File: src/pkg/slbist_pkg.sv
// Constants, types and helpers shared by the serial link self-test block
`default_nettype none
package slbist_pkg;
   // Frame and counter widths
   localparam int unsigned FRAME_W = 16;
   localparam int unsigned PRBS_W = 15;
   localparam int unsigned CNT_W = 16;
   localparam int unsigned PEND_W = 5;
   localparam int unsigned ADDR_W = 8;
   localparam int unsigned DATA_W = 32;

   // Register byte addresses
   localparam logic [7:0] ADDR_CTRL = 8'h00;
   localparam logic [7:0] ADDR_STATUS = 8'h04;
   localparam logic [7:0] ADDR_ERR_CNT = 8'h08;
   localparam logic [7:0] ADDR_BCC_CNT = 8'h0c;

   // Field positions
   localparam int unsigned CTRL_COUNT_BITS = 0;
   localparam int unsigned STAT_PASS = 0;
   localparam int unsigned STAT_RUN = 1;
   localparam int unsigned STAT_LOCK = 2;
   localparam int unsigned STAT_DONE = 3;
   localparam int unsigned STAT_SEL_LSB = 4;

   // Reset values
   localparam logic CTRL_RST = 1'b0;
   localparam logic [15:0] CNT_RST = 16'h0000;
   localparam logic [4:0] PEND_RST = 5'h00;
   localparam logic [15:0] FRAME_RST = 16'h0000;

   // Test clock select codes
   localparam logic [1:0] SEL_EXT = 2'h0;
   localparam logic [1:0] SEL_50M = 2'h1;
   localparam logic [1:0] SEL_25M = 2'h2;
   localparam logic [1:0] SEL_12M5 = 2'h3;

   typedef enum logic [1:0] {ST_IDLE, ST_WAIT_LOCK, ST_RUN, ST_DONE} slbist_state_t;

   // Pin levels that cross into the core clock together
   typedef struct packed {
      logic test_en;
      logic pwr_n;
      logic camera;
      logic lock;
      logic bcc_err;
      logic [1:0] clk_sel;
   } slbist_pins_t;

   // Next 16 bits of x^15+x^14+1, first bit in the msb
   function automatic logic [15:0] slbist_prbs_frame(input logic [14:0] seed);
      logic [14:0] s;
      logic b;
      logic [15:0] f;
      s = seed;
      f = FRAME_RST;
      for (int i = 0; i < 16; i++)
      begin
         b = s[14] ^ s[13];
         s = {s[13:0], b};
         f[15 - i] = b;
      end
      return f;
   endfunction

   // Adds and sticks at the top instead of wrapping
   function automatic logic [15:0] slbist_sat_add(input logic [15:0] a, input logic [15:0] b);
      logic [16:0] sum;
      sum = {1'b0, a} + {1'b0, b};
      return sum[16] ? 16'hffff : sum[15:0];
   endfunction
endpackage
`default_nettype wire

File: src/rtl/slbist_prbs_chk.sv
// Self-aligning pseudo-random frame checker with bit error count
`timescale 1ns/10ps
`default_nettype none
module slbist_prbs_chk
   import slbist_pkg::*;
#(
   parameter int unsigned FW = FRAME_W
)
(
   input wire logic core_clk_i,
   input wire logic resetn_i,
   input wire logic enable_i,
   input wire logic frame_vld_i,
   input wire logic [FW-1:0] frame_i,
   output logic err_vld_o,
   output logic [PEND_W-1:0] err_bits_o
);
   logic [FW-1:0] prev_r, prev_nxt;
   logic primed_r, primed_nxt;
   logic err_vld_r, err_vld_nxt;
   logic [PEND_W-1:0] err_bits_r, err_bits_nxt;
   logic [FW-1:0] diff;

   // Local copy follows the last frame, so alignment is automatic
   always_comb
   begin
      prev_nxt = prev_r;
      primed_nxt = primed_r;
      err_vld_nxt = 1'b0;
      err_bits_nxt = err_bits_r;
      diff = frame_i ^ slbist_prbs_frame(prev_r[PRBS_W-1:0]);
      if (!enable_i)
         primed_nxt = 1'b0;
      else if (frame_vld_i)
      begin
         prev_nxt = frame_i;
         primed_nxt = 1'b1;
         err_bits_nxt = PEND_RST;
         for (int i = 0; i < FW; i++)
            err_bits_nxt = err_bits_nxt + PEND_W'(diff[i]);
         // First frame only seeds the reference
         err_vld_nxt = primed_r && (diff != FRAME_RST);
      end
   end

   always_ff @(posedge core_clk_i or negedge resetn_i)
   begin
      if (!resetn_i)
      begin
         prev_r <= FRAME_RST;
         primed_r <= 1'b0;
         err_vld_r <= 1'b0;
         err_bits_r <= PEND_RST;
      end
      else
      begin
         prev_r <= prev_nxt;
         primed_r <= primed_nxt;
         err_vld_r <= err_vld_nxt;
         err_bits_r <= err_bits_nxt;
      end
   end

   assign err_vld_o = err_vld_r;
   assign err_bits_o = err_bits_r;
endmodule
`default_nettype wire

File: src/rtl/slbist_top.sv
// Deserializer-side at-speed link self test: session control, verdict pin, counters
//
// The plain strobed port and the address map are this design's own decisions.
`timescale 1ns/10ps
`default_nettype none
module slbist_top
   import slbist_pkg::*;
#(
   parameter int unsigned FW = FRAME_W
)
(
   input wire logic core_clk_i,
   input wire logic resetn_i,
   input wire logic self_test_enable_i,
   input wire logic power_down_n_i,
   input wire logic camera_mode_i,
   input wire logic [1:0] clk_sel_i,
   input wire logic link_lock_i,
   input wire logic bcc_err_i,
   input wire logic rx_pclk_i,
   input wire logic [FW-1:0] rx_data_i,
   input wire logic [ADDR_W-1:0] reg_addr_i,
   input wire logic [DATA_W-1:0] reg_wdata_i,
   input wire logic reg_wr_i,
   input wire logic reg_rd_i,
   output logic [DATA_W-1:0] reg_rdata_o,
   output logic pass_o,
   output logic ser_test_cmd_o,
   output logic [1:0] ser_clk_sel_o,
   output logic osc_bypass_o,
   output logic test_active_o
);
   // Pin synchronisers
   slbist_pins_t pins_raw;
   slbist_pins_t pins_meta_r;
   slbist_pins_t pins_r;
   logic pclk_meta_r;
   logic pclk_r;
   logic pclk_d_r;
   logic [FW-1:0] data_meta_r;
   logic [FW-1:0] data_r;

   // Session state
   slbist_state_t state_r, state_nxt;
   logic pass_r, pass_nxt;
   logic any_err_r, any_err_nxt;
   logic [PEND_W-1:0] pend_r, pend_nxt;
   logic cmd_r, cmd_nxt;
   logic [1:0] sel_r, sel_nxt;
   logic bcc_d_r, bcc_d_nxt;
   logic active_r, active_nxt, bypass_r, bypass_nxt;

   // Registers
   logic count_bits_r, count_bits_nxt;
   logic [CNT_W-1:0] err_cnt_r, err_cnt_nxt;
   logic [CNT_W-1:0] bcc_cnt_r, bcc_cnt_nxt;
   logic [DATA_W-1:0] rdata_r, rdata_nxt;

   logic pclk_rise;
   logic pclk_edge;
   logic run;
   logic chk_err_vld;
   logic [PEND_W-1:0] chk_err_bits;
   logic [PEND_W:0] pend_sum;
   logic start;

   assign pins_raw = '{test_en: self_test_enable_i, pwr_n: power_down_n_i,
                       camera: camera_mode_i, lock: link_lock_i,
                       bcc_err: bcc_err_i, clk_sel: clk_sel_i};

   // Two stages on every pin; the pixel clock gets a third for edges
   always_ff @(posedge core_clk_i or negedge resetn_i)
   begin
      if (!resetn_i)
      begin
         pins_meta_r <= '0;
         pins_r <= '0;
         pclk_meta_r <= 1'b0;
         pclk_r <= 1'b0;
         pclk_d_r <= 1'b0;
         data_meta_r <= FRAME_RST;
         data_r <= FRAME_RST;
      end
      else
      begin
         pins_meta_r <= pins_raw;
         pins_r <= pins_meta_r;
         pclk_meta_r <= rx_pclk_i;
         pclk_r <= pclk_meta_r;
         pclk_d_r <= pclk_r;
         data_meta_r <= rx_data_i;
         data_r <= data_meta_r;
      end
   end

   // Data and clock share latency, so the rise finds a settled frame
   assign pclk_rise = pclk_r & ~pclk_d_r;
   assign pclk_edge = pclk_r ^ pclk_d_r;
   assign run = active_r;

   slbist_prbs_chk #(
      .FW(FW)
   ) u_chk (
      .core_clk_i(core_clk_i),
      .resetn_i(resetn_i),
      .enable_i(run),
      .frame_vld_i(pclk_rise),
      .frame_i(data_r),
      .err_vld_o(chk_err_vld),
      .err_bits_o(chk_err_bits)
   );

   // A new session may start from idle or after a finished one
   assign start = pins_r.test_en && pins_r.camera && pins_r.pwr_n &&
                  (state_r == ST_IDLE || state_r == ST_DONE);
   assign pend_sum = {1'b0, pend_r} + {1'b0, chk_err_bits};

   // Session sequencing and the verdict pin
   always_comb
   begin
      state_nxt = state_r;
      pass_nxt = pass_r;
      any_err_nxt = any_err_r;
      pend_nxt = pend_r;
      cmd_nxt = cmd_r;
      sel_nxt = sel_r;
      bcc_d_nxt = pins_r.bcc_err;
      err_cnt_nxt = err_cnt_r;
      bcc_cnt_nxt = bcc_cnt_r;
      if (!pins_r.pwr_n)
      begin
         // Power-down ends the session, keeps the counters and leaves a passing verdict
         state_nxt = ST_IDLE;
         pass_nxt = 1'b1;
         cmd_nxt = 1'b0;
         pend_nxt = PEND_RST;
         any_err_nxt = 1'b0;
      end
      else if (start)
      begin
         state_nxt = ST_WAIT_LOCK;
         cmd_nxt = 1'b1;
         sel_nxt = pins_r.clk_sel;
         pass_nxt = 1'b1;
         any_err_nxt = 1'b0;
         pend_nxt = PEND_RST;
         err_cnt_nxt = CNT_RST;
         bcc_cnt_nxt = CNT_RST;
      end
      else
      begin
         case (state_r)
            ST_IDLE:
            begin
               cmd_nxt = 1'b0;
            end
            ST_WAIT_LOCK:
            begin
               if (!pins_r.test_en || !pins_r.camera)
               begin
                  state_nxt = ST_DONE;
                  cmd_nxt = 1'b0;
                  pass_nxt = ~any_err_r;
               end
               else if (pins_r.lock)
                  state_nxt = ST_RUN;
            end
            ST_RUN:
            begin
               if (!pins_r.test_en || !pins_r.camera)
               begin
                  // Anything arriving now is outside the window
                  state_nxt = ST_DONE;
                  cmd_nxt = 1'b0;
                  pass_nxt = ~any_err_r;
                  pend_nxt = PEND_RST;
               end
               else if (!pins_r.lock)
               begin
                  // Lock loss pauses the window; unlocked data is not judged
                  state_nxt = ST_WAIT_LOCK;
                  pass_nxt = 1'b1;
                  pend_nxt = PEND_RST;
               end
               else
               begin
                  if (chk_err_vld)
                  begin
                     any_err_nxt = 1'b1;
                     err_cnt_nxt = slbist_sat_add(err_cnt_r, count_bits_r ?
                        CNT_W'(chk_err_bits) : CNT_W'(1));
                  end
                  // One low half-cycle queued per bad bit, saturating
                  if (pclk_edge)
                  begin
                     if (pass_r && pend_r != PEND_RST)
                     begin
                        pass_nxt = 1'b0;
                        pend_nxt = pend_r - PEND_W'(1);
                     end
                     else
                        pass_nxt = 1'b1;
                  end
                  if (chk_err_vld)
                     pend_nxt = pend_sum[PEND_W] ? {PEND_W{1'b1}} :
                        (pend_sum[PEND_W-1:0] - PEND_W'(pclk_edge && pass_r && pend_r != PEND_RST));
                  // Serializer error flag rises count as control-channel errors
                  if (pins_r.bcc_err && !bcc_d_r)
                     bcc_cnt_nxt = slbist_sat_add(bcc_cnt_r, CNT_W'(1));
               end
            end
            ST_DONE:
            begin
               cmd_nxt = 1'b0;
            end
            default:
            begin
               state_nxt = ST_IDLE;
            end
         endcase
      end
      active_nxt = (state_nxt == ST_RUN);
      bypass_nxt = cmd_nxt && (sel_nxt == SEL_EXT);
   end

   always_ff @(posedge core_clk_i or negedge resetn_i)
   begin
      if (!resetn_i)
      begin
         state_r <= ST_IDLE;
         pass_r <= 1'b1;
         any_err_r <= 1'b0;
         pend_r <= PEND_RST;
         cmd_r <= 1'b0;
         sel_r <= SEL_EXT;
         bcc_d_r <= 1'b0;
         err_cnt_r <= CNT_RST;
         bcc_cnt_r <= CNT_RST;
         active_r <= 1'b0;
         bypass_r <= 1'b0;
      end
      else
      begin
         state_r <= state_nxt;
         pass_r <= pass_nxt;
         any_err_r <= any_err_nxt;
         pend_r <= pend_nxt;
         cmd_r <= cmd_nxt;
         sel_r <= sel_nxt;
         bcc_d_r <= bcc_d_nxt;
         err_cnt_r <= err_cnt_nxt;
         bcc_cnt_r <= bcc_cnt_nxt;
         active_r <= active_nxt;
         bypass_r <= bypass_nxt;
      end
   end

   // Register write and read decode; unmapped reads return zero
   always_comb
   begin
      count_bits_nxt = count_bits_r;
      rdata_nxt = '0;
      if (reg_wr_i && reg_addr_i == ADDR_CTRL)
         count_bits_nxt = reg_wdata_i[CTRL_COUNT_BITS];
      if (reg_rd_i)
      begin
         case (reg_addr_i)
            ADDR_CTRL:
            begin
               rdata_nxt[CTRL_COUNT_BITS] = count_bits_r;
            end
            ADDR_STATUS:
            begin
               rdata_nxt[STAT_PASS] = pass_r;
               rdata_nxt[STAT_RUN] = run;
               rdata_nxt[STAT_LOCK] = pins_r.lock;
               rdata_nxt[STAT_DONE] = (state_r == ST_DONE);
               rdata_nxt[STAT_SEL_LSB +: 2] = sel_r;
            end
            ADDR_ERR_CNT:
            begin
               rdata_nxt[CNT_W-1:0] = err_cnt_r;
            end
            ADDR_BCC_CNT:
            begin
               rdata_nxt[CNT_W-1:0] = bcc_cnt_r;
            end
            default:
            begin
               rdata_nxt = '0;
            end
         endcase
      end
   end

   always_ff @(posedge core_clk_i or negedge resetn_i)
   begin
      if (!resetn_i)
      begin
         count_bits_r <= CTRL_RST;
         rdata_r <= '0;
      end
      else
      begin
         count_bits_r <= count_bits_nxt;
         rdata_r <= rdata_nxt;
      end
   end

   // Outputs come straight from flops
   assign reg_rdata_o = rdata_r;
   assign pass_o = pass_r;
   assign ser_test_cmd_o = cmd_r;
   assign ser_clk_sel_o = sel_r;
   assign osc_bypass_o = bypass_r;
   assign test_active_o = active_r;
endmodule
`default_nettype wire

File: config.mk
export PLATFORM = sky130hd
export DESIGN_NAME = slbist_top
export DESIGN_NICKNAME = d
export VERILOG_FILES = /design/src/pkg/slbist_pkg.sv /design/src/rtl/slbist_prbs_chk.sv /design/src/rtl/slbist_top.sv
export SDC_FILE = /design/constraint.sdc
export NUM_CORES = 1
export LEC_CHECK = 0
export BUFFER_PORTS_ARGS = -buffer_cell sky130_fd_sc_hd__buf_2
export CAP_MARGIN = 5
export CORE_MARGIN = 2
export CORE_UTILIZATION = 45
export CTS_CLUSTER_DIAMETER = 80
export DETAILED_ROUTE_END_ITERATION = 10
export PLACE_DENSITY_LB_ADDON = 0.1
export SYNTH_ARGS = -nofsm -noshare
export SYNTH_HDL_FRONTEND = slang
export SYNTH_SLANG_ARGS = --single-unit
File: constraint.sdc
create_clock -name core_clk_i -period 6.3 [get_ports core_clk_i]
set_clock_uncertainty 0.15 [all_clocks]
set_input_delay 0 -clock core_clk_i [delete_from_list [all_inputs] [get_ports core_clk_i]]
set_output_delay 0 -clock core_clk_i [all_outputs]
set_load 0.1 [all_outputs]
==> impl.org <==
** Yosys
- In the synthesized netlist the dominant register cell turns out to be sky130_fd_sc_hd__dfrtp_1.
- After synthesis, the cell types taking the most area are sky130_fd_sc_hd__dfrtp_1 (51%), sky130_fd_sc_hd__ha_1 (4.9%), sky130_fd_sc_hd__xnor2_1 (3.8%).
- Summed over its instances, the top area cell type makes up 50.6% of the synthesized netlist area.
- During synthesis, Yosys emitted a total of 0 warnings.
- Count leader, synth :: sky130_fd_sc_hd__dfrtp_1
- Cells after synthesis :: 592
- For this run, asynchronously set or reset flops after synthesis account for 100%.
- Ranked by instance count, the synthesized netlist is headed by sky130_fd_sc_hd__dfrtp_1 (134), sky130_fd_sc_hd__inv_1 (33), sky130_fd_sc_hd__a21oi_1 (31), sky130_fd_sc_hd__nand2_1 (31), sky130_fd_sc_hd__xnor2_1 (29).
- Number of enable-type register cells in the synthesized netlist :: 0
- Biggest area consumer among synthesized cells :: sky130_fd_sc_hd__dfrtp_1
- #FFs+latches synth :: 135
- A synthesized cell averages 11.2 um^2.
- Cell area after technology mapping :: 6630 um^2
- In this run, distinct cell masters in the synthesized netlist total 62.
- Summing the sequential cell areas from Yosys gives 51.0% of the chip area.

** Clock tree
- TritonCTS created 17 clock buffers.
- The H-tree was split into 4 levels.
- Number of resized instances in the post-cts repair step :: 0
- Clock-pin slew of the registers on the worst-case setup and hold paths :: 0.06 ns
- TritonCTS built the clock tree.
- Latest clock arrival within the worst-skew pair :: 0.43 ns
- Counting every sink on the clock net gives 135.
- The clock passes through at most 2 buffers.
- Root Driver :: sky130_fd_sc_hd__clkbuf_16

** Detailed routing
- After detailed routing, the total wire length is 13300 um.
- Mean number of vias per cell :: 5.30
- Wire length per cell after detailed routing :: 14.9 um
- Total iterations of the first detailed-routing run :: 7
- The detail route stage leaves a number of antenna-violating nets equal to 0.
- The routed layout has 4705 vias.
- After detailed routing, the number of remaining DRC violations is 0.
- For this block, the initial DRC count from the detailed router was 397.

** Global routing
- Initial antenna violation count :: 0
- Global route total overflow :: 0
- Entering global routing, the biggest net connects 82 pins.
- Vias in the first global route :: 4769
- Global routing used 18.2% of the available tracks.
- The first global-routing pass estimated 22900 um of wire.

** Timing
- Maximum frequency from static timing analysis :: 210 MHz
- The final hold violation count was 0.
- Min Tclk post-route :: 4.75 ns
- Setup violations remaining at the end of the flow were counted as 0.
- Final Slew Violations :: 0
- Minimum setup slack in the final design :: 1.55 ns
- Accumulated negative setup slack :: 0 ns
- Worst rel slew slack :: 39.3%
- Hold is met by 0.0123 ns.
- Setup repair after global routing left no endpoint under its margin.
- In the finished design, the share of the clock period the worst path needs comes to 75.4%.
- At the pin with the least slew margin, the transition time is 0.908 ns.

** Power and ir drop
- Max VDD drop :: 777 uV
- Power density cells :: 594 nW/um^2
- Summing internal, switching and leakage power gives 4.74 mW.
- In this run the static leakage power is 3.70 nW.

** Place
- The congestion estimate from routability-driven global placement came to 0.869.
- Timing analysis after detailed placement gives a worst setup slack of 1.51 ns.
- Count of input and output buffers :: 58
- In this run the cell area measured after placement is 7030 um^2.
- Placed wire-length estimate :: 9270 um

** Worst hold path
- The worst hold path belongs to the class in2async.

** Die
- The die is 125 um tall.
- In this run the standard cell core region covers 14500 um^2.
- The floorplan has 44 rows.
- Die footprint :: 15700 um^2
- 106 I/O pins were placed.
- For this configuration, the core starts out at a cell density of 45.8%.
- Die Span X :: 125 um

** Setup path
- At the worst endpoint, the required time is 6.48 ns.
- Bufs and invs on worst path :: 1
- For this run, the slowest stage of the critical path takes 0.54 ns.
- CP endpoint kind :: flop
- The kind of cell with the highest combined delay along the critical path is adder cells.
- The setup path with the least slack is of type reg2reg.
- The critical path runs through a total of 13 cells.
- Worst r2r path cells :: 13
- Startpoint Class :: flop
- Data on the critical path arrives at its endpoint at 4.93 ns.
- Setup slack on the worst reg-to-reg path comes out at 1.55 ns.
- Slowest-stage cell, CP :: sky130_fd_sc_hd__fa_1
- Ordered list of cells on the worst path :: xnor2_1 > xor2_1 > ha_1 > fa_1 > fa_1 > inv_1 > fa_1 > fa_1 > fa_1 > fa_1 > nor2b_1 > o21ai_0 > o21ai_0
- In this run the worst path has a maximum fanout of 3.
- Crit path top cell by count :: sky130_fd_sc_hd__fa_1

** Final layout
- The layout has 1255 filler cells.
- The sequential cells in the finished layout cover a total of 3380 um^2.
- Summing all non-filler instances in the final layout gives an area of 7980 um^2.
- # diodes :: 0
- Share of layout cells above drive strength 1 :: 17.6%
- Area used by multi-input combinational logic :: 2980 um^2
- The final layout contains 797 nets.
- Layout area overhead :: 20.4%

** Status
- Run status :: finished, final reports clean

** Job
- Across the run, the number of max-cap violations was 0.
[what timing repair did]
item / 4_1_cts / 5_1_grt
hold buffers: 35 / 0
endpoints found under the setup margin: 0 / 0
setup buffers: 0 / 0
endpoints found under the hold margin: 121 / 0
[cells by family (layout without fill, tap and decap cells)]
kind of cell,after synthesis,count (layout),share of synthesized area [%]
simple gates,149,149,12.2
compound gates,140,140,13.9
flops,135,135,51.0
buf+inv,64,161,4.87
xor+xnor,42,42,5.55
fa+ha+maj,39,39,8.68
mux,22,22,3.70
other cells,1,16,0.0566
[power by group]
group	switching (mW)	total [mW]	internal, mW	leakage (nW)
clock	0.366	0.977	0.611	0.288
sequential	0.0950	1.06	0.961	1.74
combinational	1.45	2.71	1.26	1.68
total	1.91	4.74	2.83	3.70
[per-stage QoR]
step | instances | utilization, %
3_3_place_gp | 821 | 48.6
2_1_floorplan | 607 | -
6_report | 888 | 55.1
4_1_cts | 888 | 55.1
3_5_place_dp | 821 | 48.6
5_1_grt | 888 | 55.1
[routing by layer]
metal / track usage, % / part of all wire [%]
met1: 22.8 / 45
met5: 0 / 0
met4: 8.10 / 2.4
met3: 4.41 / 4.7
met2: 30.2 / 48
[cell usage in the layout (no fill, tap or decap), types with 14 or more instances in the layout]
cell and instances:
sky130_fd_sc_hd__a21oi_1 31, sky130_fd_sc_hd__a22oi_1 15, sky130_fd_sc_hd__a31oi_1 17, sky130_fd_sc_hd__buf_2 57
sky130_fd_sc_hd__clkbuf_16 17, sky130_fd_sc_hd__conb_1 16, sky130_fd_sc_hd__dfrtp_1 134, sky130_fd_sc_hd__dlygate4sd3_1 35
sky130_fd_sc_hd__ha_1 26, sky130_fd_sc_hd__inv_1 33, sky130_fd_sc_hd__mux2_2 20, sky130_fd_sc_hd__nand2_1 31
sky130_fd_sc_hd__nor2_1 27, sky130_fd_sc_hd__nor2b_1 14, sky130_fd_sc_hd__o21ai_0 27, sky130_fd_sc_hd__xnor2_1 29
[registers in the layout, indices dropped and copies added, names as in the netlist, 2 cells and up]
signal	cells
u_chk.err_bits_o	5
pins_r	6
state_r	2
u_chk.prev_r	15
data_meta_r	16
reg_rdata_o	16
data_r	16
pins_meta_r	7
bcc_cnt_r	16
pend_r	5
ser_clk_sel_o	2
err_cnt_r	16
[path summary, 6_finish.rpt]
path                                        from                   to
max in group asynchronous               resetn_i     u_chk.prev_r[14]
worst max-delay path            u_chk.prev_r[14]  u_chk.err_bits_o[4]
min in group core_clk_i              link_lock_i       pins_meta_r[3]
worst max register to register  u_chk.prev_r[14]  u_chk.err_bits_o[4]
worst min register to register    data_meta_r[9]            data_r[9]
worst min-delay path                    resetn_i              bcc_d_r
[layout make-up]
class | instances | share of cell area (%)
Sequential cell | 135 | 42.4
Multi-Input combinational cell | 408 | 37.4
Timing Repair Buffer | 96 | 8.39
Clock buffer | 20 | 5.85
Tap cell | 184 | 2.89
Clock inverter | 12 | 1.57
Inverter | 33 | 1.55
No activity file was read; power rests on OpenSTA's default activity.
